### src/aidr_defines.vh
// Purpose: constants for the ADC identity and status register bank
// Assumes: 16-bit registers, word addressed
// Notes: included by aidr_regs.v
`ifndef AIDR_DEFINES_VH
`define AIDR_DEFINES_VH
`define AIDR_ADDR_W 6
`define AIDR_DATA_W 16
`define AIDR_OFS_ID 6'h00
`define AIDR_OFS_STATUS 6'h01
`define AIDR_OFS_MODE 6'h02
`define AIDR_OFS_IRQ_STAT 6'h30
`define AIDR_OFS_IRQ_EN 6'h31
`define AIDR_OFS_IRQ_CLR 6'h32
`define AIDR_OFS_EVT_SRC 6'h33
`define AIDR_ID_FAMILY_LSB 12
`define AIDR_ID_CHANNEL_COUNT_FIELD_LSB 8
`define AIDR_CHANNEL_COUNT_FIELD_VAL 4'h8
`define AIDR_ST_LOCK 15
`define AIDR_ST_RESYNC 14
`define AIDR_ST_REGMAP 13
`define AIDR_ST_CRCERR 12
`define AIDR_ST_CRCTYPE 11
`define AIDR_ST_RESET 10
`define AIDR_ST_WLEN_LSB 8
`define AIDR_MODE_CRCTYPE 11
`define AIDR_MODE_RESET 10
`define AIDR_MODE_WLEN_LSB 8
`define AIDR_MODE_RST 16'h0510
`define AIDR_STATUS_RST 16'h0500
`define AIDR_NUM_CH 8
`define AIDR_NUM_EVT 4
`define AIDR_LOCK_RST 1'b0
`define AIDR_FLAG_RST 1'b0
`define AIDR_RESETFLAG_RST 1'b1
`define AIDR_CRCTYPE_RST 1'b0
`define AIDR_WLEN_RST 2'b01
`define AIDR_EVT_RESYNC 0
`define AIDR_EVT_CRCERR 1
`define AIDR_EVT_NEWDATA 2
`define AIDR_EVT_LOCK 3
`endif

### src/aidr_regs.v
// What this block does
// - ID at zero, read-only, writes ignored
// - ID bits 15:12 fixed identity nibble
// - ID bits 11:8 read channel count 1000b
// - Status at one, read-only, resets 0500h
// - Status bit 15 shows interface lock
// - Status bit 14 set on resync
// - Status bit 13 shows register-map CRC change
// - Status bit 12 set on input CRC error
// - Status bit 11 shows CRC polynomial
// - Status bit 10 shows reset occurred
// - Status bits 9:8 show word length
// - Status bits 7:0 per-channel new data
// - Mode at two, mirrored fields, resets 0510h
//
// Purpose: identity, status and mode registers of an 8-channel ADC
// Assumes: single clock; host strobes are one cycle long
//   Event inputs are single-cycle pulses in the sys_clk domain
//   Host never raises write and read strobes together
// Notes: sticky flags give set priority over clear
//   Resync and input CRC error flags clear only on reset
//   Status mirrors mode fields at once; crc_type and
//   word_length_field lag one cycle behind the mode image
//   A low clock enable also drops event pulses, by design
//   Interrupt bookkeeping is local to this bank, not the
//   converter's own data-ready pin
//   Every top output comes straight from a flip-flop
`timescale 1ns/1ps
`default_nettype none
`include "aidr_defines.vh"

module aidr_regs #(
    // Arbitrary value, identifies nothing real
    parameter [3:0] ID_FAMILY = 4'h5,
    // Arbitrary revision value
    parameter [7:0] ID_REVISION = 8'h01
) (
    // Clock and reset
    input wire sys_clk,
    input wire resetn,
    input wire clk_en,
    // Register port
    input wire [`AIDR_ADDR_W-1:0] reg_addr,
    input wire [`AIDR_DATA_W-1:0] reg_wdata,
    input wire reg_wr,
    input wire reg_rd,
    output reg [`AIDR_DATA_W-1:0] reg_rdata,
    // Converter and checker events
    input wire if_locked,
    input wire resync_pulse,
    input wire regmap_crc_changed,
    input wire rx_crc_error,
    input wire [`AIDR_NUM_CH-1:0] conv_done,
    input wire [`AIDR_NUM_CH-1:0] result_taken,
    // Mode and new-data flag outputs to the core
    output reg crc_type,
    output reg [1:0] word_length_field,
    output reg [`AIDR_NUM_CH-1:0] channel_new_data_flag,
    // Interrupt
    output reg irq
);

    reg lock_r;
    reg resync_flag_r;
    reg regmap_flag_r;
    reg crcerr_flag_r;
    reg reset_flag_r;
    reg [`AIDR_DATA_W-1:0] mode_r;
    reg [`AIDR_NUM_EVT-1:0] irq_stat_r;
    reg [`AIDR_NUM_EVT-1:0] irq_en_r;
    reg [`AIDR_DATA_W-1:0] rdata_nxt;
    wire [`AIDR_DATA_W-1:0] status_w;
    wire [`AIDR_NUM_EVT-1:0] evt_w;
    wire [`AIDR_NUM_EVT-1:0] irq_clr_w;
    wire wr_mode;
    wire irq_nxt;
    // Next values of the state above, one always block each
    // so every register has a single, easily traced source
    reg [`AIDR_DATA_W-1:0] rd_out_nxt;
    reg [`AIDR_DATA_W-1:0] mode_nxt;
    reg reset_flag_nxt;
    reg resync_flag_nxt;
    reg crcerr_flag_nxt;
    reg [`AIDR_NUM_EVT-1:0] irq_en_nxt;
    reg [`AIDR_NUM_EVT-1:0] irq_stat_nxt;
    // Decoded write strobes
    wire wr_irq_en;
    wire wr_irq_clr;

    // writes to the ID and status offsets decode to nothing
    assign wr_mode = reg_wr && (reg_addr == `AIDR_OFS_MODE);
    assign wr_irq_en = reg_wr && (reg_addr == `AIDR_OFS_IRQ_EN);
    assign wr_irq_clr = reg_wr && (reg_addr == `AIDR_OFS_IRQ_CLR);
    // Clear register is write-one-to-clear and reads zero
    assign irq_clr_w = wr_irq_clr ? reg_wdata[`AIDR_NUM_EVT-1:0] :
        {`AIDR_NUM_EVT{1'b0}};

    // Event sources of the interrupt status bits
    assign evt_w[`AIDR_EVT_RESYNC] = resync_pulse;
    assign evt_w[`AIDR_EVT_CRCERR] = rx_crc_error;
    // Any channel finishing counts once, whatever the count
    assign evt_w[`AIDR_EVT_NEWDATA] = |conv_done;
    // Lock change in either direction against the last sampled level
    assign evt_w[`AIDR_EVT_LOCK] = lock_r ^ if_locked;

    assign status_w = {lock_r, resync_flag_r, regmap_flag_r,
                       crcerr_flag_r, mode_r[`AIDR_MODE_CRCTYPE],
                       reset_flag_r,
                       mode_r[`AIDR_MODE_WLEN_LSB+1:`AIDR_MODE_WLEN_LSB],
                       channel_new_data_flag};

    // Read mux; unmapped and write-only offsets read zero
    // Decoding is full on the six address bits, so no alias of a
    // register shows up at a higher offset
    always @* begin
        rdata_nxt = {`AIDR_DATA_W{1'b0}};
        case (reg_addr)
            `AIDR_OFS_ID: begin
                rdata_nxt = {ID_FAMILY, `AIDR_CHANNEL_COUNT_FIELD_VAL, ID_REVISION};
            end
            `AIDR_OFS_STATUS: begin
                rdata_nxt = status_w;
            end
            `AIDR_OFS_MODE: begin
                rdata_nxt = {mode_r[15:11], reset_flag_r, mode_r[9:0]};
            end
            `AIDR_OFS_IRQ_STAT: begin
                rdata_nxt[`AIDR_NUM_EVT-1:0] = irq_stat_r;
            end
            `AIDR_OFS_IRQ_EN: begin
                rdata_nxt[`AIDR_NUM_EVT-1:0] = irq_en_r;
            end
            default: begin
                rdata_nxt = {`AIDR_DATA_W{1'b0}};
            end
        endcase
    end

    // Interrupt output follows enabled sticky bits, one cycle late
    assign irq_nxt = |(irq_stat_r & irq_en_r);

    // resync flag is sticky; no host clear exists
    always @* begin
        resync_flag_nxt = resync_flag_r;
        if (resync_pulse) begin
            resync_flag_nxt = 1'b1;
        end
    end

    // input CRC error flag is sticky as well
    always @* begin
        crcerr_flag_nxt = crcerr_flag_r;
        if (rx_crc_error) begin
            crcerr_flag_nxt = 1'b1;
        end
    end

    // mode image; the whole word is kept for readback
    always @* begin
        mode_nxt = mode_r;
        if (wr_mode) begin
            mode_nxt = reg_wdata;
        end
    end

    // reset flag; only a mode write can lower it
    always @* begin
        reset_flag_nxt = reset_flag_r;
        if (wr_mode) begin
            reset_flag_nxt = reg_wdata[`AIDR_MODE_RESET];
        end
    end

    // Interrupt enable takes the low event bits only
    always @* begin
        irq_en_nxt = irq_en_r;
        if (wr_irq_en) begin
            irq_en_nxt = reg_wdata[`AIDR_NUM_EVT-1:0];
        end
    end

    // Set wins over a clear in the same cycle, so no event is lost
    always @* begin
        irq_stat_nxt = irq_stat_r & ~irq_clr_w;
        irq_stat_nxt = irq_stat_nxt | evt_w;
    end

    // Read data stand one cycle after the strobe, zero otherwise;
    // a zero idle value keeps stale data off the bus
    always @* begin
        rd_out_nxt = {`AIDR_DATA_W{1'b0}};
        if (reg_rd) begin
            rd_out_nxt = rdata_nxt;
        end
    end

    // Read data register; the host never waits, so no
    // handshake beyond the one-cycle latency exists
    always @(posedge sys_clk or negedge resetn) begin
        if (!resetn) begin
            reg_rdata <= {`AIDR_DATA_W{1'b0}};
        end else if (clk_en) begin
            reg_rdata <= rd_out_nxt;
        end
    end

    // lock level, one cycle behind the pin
    // status word and lock-change event share this sample
    always @(posedge sys_clk or negedge resetn) begin
        if (!resetn) begin
            lock_r <= `AIDR_LOCK_RST;
        end else if (clk_en) begin
            lock_r <= if_locked;
        end
    end

    always @(posedge sys_clk or negedge resetn) begin
        if (!resetn) begin
            resync_flag_r <= `AIDR_FLAG_RST;
        end else if (clk_en) begin
            resync_flag_r <= resync_flag_nxt;
        end
    end

    // register-map CRC change is a level, not sticky
    // it follows the checker's own compare result
    always @(posedge sys_clk or negedge resetn) begin
        if (!resetn) begin
            regmap_flag_r <= `AIDR_FLAG_RST;
        end else if (clk_en) begin
            regmap_flag_r <= regmap_crc_changed;
        end
    end

    always @(posedge sys_clk or negedge resetn) begin
        if (!resetn) begin
            crcerr_flag_r <= `AIDR_FLAG_RST;
        end else if (clk_en) begin
            crcerr_flag_r <= crcerr_flag_nxt;
        end
    end

    // mode image register; reserved bits are stored too
    // so software reads back exactly what it wrote
    always @(posedge sys_clk or negedge resetn) begin
        if (!resetn) begin
            mode_r <= `AIDR_MODE_RST;
        end else if (clk_en) begin
            mode_r <= mode_nxt;
        end
    end

    // reset flag register, set again by every reset
    always @(posedge sys_clk or negedge resetn) begin
        if (!resetn) begin
            reset_flag_r <= `AIDR_RESETFLAG_RST;
        end else if (clk_en) begin
            reset_flag_r <= reset_flag_nxt;
        end
    end

    // Interrupt enable register
    always @(posedge sys_clk or negedge resetn) begin
        if (!resetn) begin
            irq_en_r <= {`AIDR_NUM_EVT{1'b0}};
        end else if (clk_en) begin
            irq_en_r <= irq_en_nxt;
        end
    end

    // Interrupt status register; events seen while the clock
    // enable is low are not recorded
    always @(posedge sys_clk or negedge resetn) begin
        if (!resetn) begin
            irq_stat_r <= {`AIDR_NUM_EVT{1'b0}};
        end else if (clk_en) begin
            irq_stat_r <= irq_stat_nxt;
        end
    end

    // CRC type output; registered so the core sees a clean
    // level, at the price of one cycle behind the mode image
    always @(posedge sys_clk or negedge resetn) begin
        if (!resetn) begin
            crc_type <= `AIDR_CRCTYPE_RST;
        end else if (clk_en) begin
            crc_type <= mode_r[`AIDR_MODE_CRCTYPE];
        end
    end

    // word length output, same one-cycle lag
    always @(posedge sys_clk or negedge resetn) begin
        if (!resetn) begin
            word_length_field <= `AIDR_WLEN_RST;
        end else if (clk_en) begin
            word_length_field <=
                mode_r[`AIDR_MODE_WLEN_LSB+1:`AIDR_MODE_WLEN_LSB];
        end
    end

    // Interrupt output register; a level, cleared only through
    // the clear register or by masking
    always @(posedge sys_clk or negedge resetn) begin
        if (!resetn) begin
            irq <= `AIDR_FLAG_RST;
        end else if (clk_en) begin
            irq <= irq_nxt;
        end
    end

    // per-channel new-data flags
    // One identical cell per channel; a result finishing in the
    // same cycle as a transfer leaves the flag set, so the host
    // never misses a sample it has not read
    genvar ch;
    generate
        for (ch = 0; ch < `AIDR_NUM_CH; ch = ch + 1) begin : g_ch
            always @(posedge sys_clk or negedge resetn) begin
                if (!resetn) begin
                    channel_new_data_flag[ch] <= 1'b0;
                end else if (clk_en) begin
                    // clear on transfer, new result wins
                    if (conv_done[ch]) begin
                        channel_new_data_flag[ch] <= 1'b1;
                    end else if (result_taken[ch]) begin
                        channel_new_data_flag[ch] <= 1'b0;
                    end
                end
            end
        end
    endgenerate

endmodule
`default_nettype wire

### config.mk
export PLATFORM = sky130hd
export DESIGN_NAME = aidr_regs
export DESIGN_NICKNAME = d
export VERILOG_FILES = /design/src/aidr_regs.v
export VERILOG_INCLUDE_DIRS = /design/src
export SDC_FILE = /design/constraint.sdc
export NUM_CORES = 1
export LEC_CHECK = 0
export BUFFER_PORTS_ARGS = -buffer_cell sky130_fd_sc_hd__buf_2
export CAP_MARGIN = 15
export CORE_ASPECT_RATIO = 0.7
export CORE_MARGIN = 3
export CORE_UTILIZATION = 30
export DETAILED_ROUTE_END_ITERATION = 7
export PLACE_DENSITY_LB_ADDON = 0.15
export SYNTH_ARGS = -nofsm -noshare
export SYNTH_HDL_FRONTEND = slang
export SYNTH_SLANG_ARGS = --single-unit
### constraint.sdc
create_clock -name sys_clk -period 1.51 [get_ports sys_clk]
set_input_delay 0.0755 -clock sys_clk [delete_from_list [all_inputs] [get_ports sys_clk]]
set_output_delay 0.0755 -clock sys_clk [all_outputs]
set_load 0.005 [all_outputs]
# --- Word-level counts from Yosys, hierarchy flattened ---
# Index checks and enable logic that the tools add are counted.
totals:
  out_inout_bits: 28
  elab_cells: 76
  ff_bits: 57
  input_bits: 47
classes:
  bitwise: 5
  reduce_logical: 26
  n_eq_ne: 5
  muxes: 20
op_table:
  columns: ["cell", "count"]
  rows:
  - ["$pmux W12 S3", 1]
  - ["$reduce_and A2 Y1", 12]
  - ["$pmux W4 S5", 1]
  - ["$eq A6 B6 Y1 const B", 3]
  - ["$mux W1", 16]
  - ["$mux W16", 1]
  - ["$reduce_bool A2 Y1", 8]
  - ["$and A4 B4 Y4", 2]
  - ["$reduce_or A8 Y1", 1]
  - ["$eq A6 B1 Y1 const B", 1]
  - ["$eq A6 B2 Y1 const B", 1]
  - ["$logic_not A6 Y1", 1]
  - ["$mux W4", 1]
  - ["$not A4 Y4", 1]
  - ["$or A4 B4 Y4", 1]
  - ["$reduce_or A4 Y1", 1]
  - ["$logic_and A1 B1 Y1", 3]
  - ["$xor A1 B1 Y1", 1]

# --- Depth between registers and ports, before layout ---
depth:
  word_depth: 6
  depth_mapped: 6
  mapped_depth_nobuf: 4

# --- Worst setup path after synthesis ---
# OpenSTA, ideal clock, no wires.
synth_path:
  path_type: "input-to-reg"
  startpoint: "input reg_addr[5]"
  endpoint: "register mode_r[11]"
  setup_ns: 0.125
  slack_ns: 0.110
  arrival_time_ns: 1.274
  cell_stages: 4
  required_ns: 1.385
  path_buffers: 1
  cell_sequence: "or2_2 > nor4_4 > buf_6 > mux2_4"
synth_between:
  elab_chain_len: 3
synth_lines:
  columns: ["item", "line_no", "rtl"]
  rows:
  - ["from (decl)", "aidr_regs.v:43", "input wire [`AIDR_ADDR_W-1:0] reg_addr,"]
  - ["$eq A6 B2 Y1", null, null]
  - ["$logic_and A1 B1 Y1", "aidr_regs.v:91", "assign wr_mode = reg_wr && (reg_addr == `AIDR_OFS_MODE);"]
  - ["$reduce_and A2 Y1 (no source line)", null, null]
  - ["to (signal assigned)", "aidr_regs.v:247", "mode_r <= `AIDR_MODE_RST;"]
  - ["to (signal assigned)", "aidr_regs.v:249", "mode_r <= mode_nxt;"]
  - ["to (decl)", "aidr_regs.v:68", "reg [`AIDR_DATA_W-1:0] mode_r;"]
# Every way passes these cells.
# A chain may end at the register's enable or synchronous reset.

# --- Final worst setup path ---
layout_path:
  startpoint: "register irq_stat_r[3]"
  endpoint: "register reg_rdata[3]"
layout_between:
  elab_chain_len: 2
layout_lines:
  columns: ["item", "line_no", "rtl"]
  rows:
  - ["from (decl)", "aidr_regs.v:69", "reg [`AIDR_NUM_EVT-1:0] irq_stat_r;"]
  - ["from (signal assigned)", "aidr_regs.v:275", "irq_stat_r <= {`AIDR_NUM_EVT{1'b0}};"]
  - ["from (signal assigned)", "aidr_regs.v:277", "irq_stat_r <= irq_stat_nxt;"]
  - ["$pmux W4 S5", "aidr_regs.v:117", "case (reg_addr)"]
  - ["$mux W16", "aidr_regs.v:192", "if (reg_rd) begin"]
  - ["to (signal assigned)", "aidr_regs.v:201", "reg_rdata <= {`AIDR_DATA_W{1'b0}};"]
  - ["to (signal assigned)", "aidr_regs.v:203", "reg_rdata <= rd_out_nxt;"]
  - ["to (decl)", "aidr_regs.v:47", "output reg [`AIDR_DATA_W-1:0] reg_rdata,"]
# Every way passes these cells.

==> flow_summary.json <==
{
  "synth_seq_cells": 56,
  "tns_ns": 0,
  "coreArea_sq_um": 8040,
  "critPathKind": "flip-flop to flip-flop",
  "cp-startpoint": "irq_stat_r[3]",
  "reg2reg_from": "irq_stat_r[3]",
  "cts-root-buf": "clkbuf_16",
  "yosys_warnings": 0,
  "min_to": "mode_r[6]",
  "ir_worst_vdd_uv": 509.1,
  "layout.nets": 340,
  "grt_use_total": 0.1429,
  "grt_antenna_before_repair": 0,
  "finalCriticalPeriod_ns": 1.133,
  "power_density_nw_per_um2": 1058,
  "cts_setup_buffers": 0,
  "cp_max_fo": 3,
  "clk_pin_slew_ns": 0.07,
  "clockBufferDepth": 2,
  "cts_buffers": 5,
  "r2r_end": "reg_rdata[3]",
  "clock_sinks": 56,
  "hold_path_class": "primary input to flip-flop",
  "hold_path_depth": 2,
  "critPathArrivalTime_ns": 1.29,
  "ctsHoldBuffers": 1,
  "netlist_area_sq_um": 2530,
  "cts.htree.levels": 2,
  "hold_viol_final": 0,
  "cts_tree": "yes",
  "p_leak_nw": 1.534,
  "ys_seq_area_frac": 0.5559,
  "io_pins": 75,
  "grt_pass1_wl_um": 10650,
  "diodes": 0,
  "grt_max_degree": 57,
  "syn_nets": 257,
  "start_util": 0.3147,
  "syn_inst": 210,
  "min_from": "reg_wdata[6]",
  "place_congestion": 0.7736,
  "die_area_sq_um": 9588,
  "end_kind": "flip-flop",
  "wire_per_inst_um": 16.51,
  "reg2regPathDepth": 3,
  "drt_iter0_drc": 96,
  "die_x_um": 115.8,
  "maxSlewViolCount": 0,
  "slew_headroom": 0.7002,
  "r2r_slack_ns": 0.38,
  "dieHeight_um": 82.83,
  "final_cell_mix": "74 x buf_2, 52 x dfrtp_1, 22 x inv_1",
  "overflow": 0,
  "synth.distinct_cells": 35,
  "vias": 1927,
  "worst_pin_slew_ns": 0.4488,
  "avgSynthCellArea_sq_um": 12.05,
  "drc": 0,
  "clock_latency_ns": 0.29,
  "num_rows": 27,
  "via_per_inst": 4.878,
  "status": "completed",
  "finClkSkew_ns": 0.004563,
  "wl_um": 6521,
  "max_cap_viol_count": 0,
  "holdWs_ns": 0.01523,
  "ctsResizeCount": 0,
  "area_growth_pct": 29.13,
  "timing.final.crit_share": 0.7500,
  "grt_pass1_vias": 1967,
  "cp-start-kind": "flip-flop",
  "io_buffers": 74,
  "rsz0062_at_grt": "false",
  "layout_commonest_cell": "buf_2",
  "required_ns": 1.67,
  "fmax_ghz": 0.8830,
  "finalSetupViolCount": 0,
  "ant_nets": 0,
  "final_layout_size_suffix_gt1_frac": 0.4422,
  "dr.pass1.iters": 4,
  "dp_hpwl_um": 4840
}
critical path: stages, from the launching register on:
cell     delay (ns)
dfrtp_1        0.41
mux2_2         0.27
a22oi_1        0.22
o22ai_1        0.10
cells by family (layout without fill, tap and decap cells):
kind of cell | after synthesis | in the layout | share of synthesized area
multiplexers | 27 | 27 | 0.1350
flip-flops | 56 | 56 | 0.5559
AO/OA/AOI/OAI | 56 | 56 | 0.1588
AND/OR/NAND/NOR | 36 | 36 | 0.08852
XOR/XNOR | 1 | 1 | 0.003463
adder cells (fa/ha/maj) | 1 | 1 | 0.003957
buffers and inverters | 33 | 117 | 0.05440
synth_stat cells:
cell,count,share of area
a21o_1,2,0.0059
a21oi_1,3,0.0059
a22o_1,15,0.052
a22oi_1,11,0.033
a31oi_1,1,0.0025
a32oi_1,1,0.0035
and4_1,1,0.0035
buf_1,1,0.0015
buf_2,2,0.0040
buf_4,1,0.0030
buf_6,1,0.0045
clkbuf_1,6,0.0089
dfrtp_1,52,0.51
dfstp_2,4,0.042
inv_1,22,0.033
maj3_1,1,0.0040
mux2_2,17,0.076
mux2_4,10,0.059
nand2_1,18,0.027
nand2b_1,1,0.0025
nand3_1,1,0.0020
nand4b_4,1,0.0094
nor2_1,2,0.0030
nor2b_1,4,0.0099
nor3_1,1,0.0020
nor3_4,1,0.0064
nor4_1,3,0.0074
nor4_2,1,0.0049
nor4_4,1,0.0084
o2111ai_1,2,0.0069
o211ai_1,1,0.0030
o21ai_0,6,0.012
o22ai_1,14,0.035
or2_2,1,0.0025
xor2_1,1,0.0035
worst max-delay path by stage:
stage,end,slack (ns),depth (start not counted)
after floorplan,mode_r[11],0.11,4
after global placement,mode_r[15],0.1,5
after detailed placement,mode_r[3],0.08,5
after CTS,reg_rdata[2],0.37,3
after global routing,reg_rdata[1],0.31,3
final,reg_rdata[3],0.38,3
layer usage:
metal  wire, um  track usage
met1       3502       0.2325
met2       2497       0.1817
met3        465      0.04443
met4         55      0.02950
met5          0            0
area by class of cell:
cell class	instances	area, sq um
clock buffer	7	152.6
clock inverter	1	30.03
fill	813	4773
inverter	22	82.58
multi-input combinational	121	985.9
sequential	56	1406
tap	101	126.4
timing repair buffer	87	483.0
where the power goes:
group	internal, mW	switching (mW)	total, mW
Sequential	1.59	0.0641	1.66
Clock	0.875	0.531	1.41
Combinational	0.204	0.190	0.394
stage by stage:
stage / setup slack, ns / cells / power, mW / cell area [sq um] / utilization
after floorplan: 0.1104 / 210 / 1.865 / 2530 / -
after global placement: 0.09672 / 386 / 2.087 / 3074 / 0.3824
after detailed placement: 0.08492 / 386 / 2.087 / 3074 / 0.3824
after CTS: 0.3736 / 395 / 3.502 / 3267 / 0.4063
after global routing: 0.3115 / 395 / 3.621 / 3267 / 0.4063
final: 0.3775 / 395 / 3.458 / 3267 / 0.4063
flip-flops by register name (all words and copies together) (netlist names):
name	count
resync_flag_r	1
regmap_flag_r	1
channel_new_data_flag	8
mode_r	16
crc_type	1
crcerr_flag_r	1
irq	1
irq_stat_r	4
reg_rdata	16
irq_en_r	4
word_length_field	2
lock_r	1
Note: power is estimated with default switching activity, not from simulation.
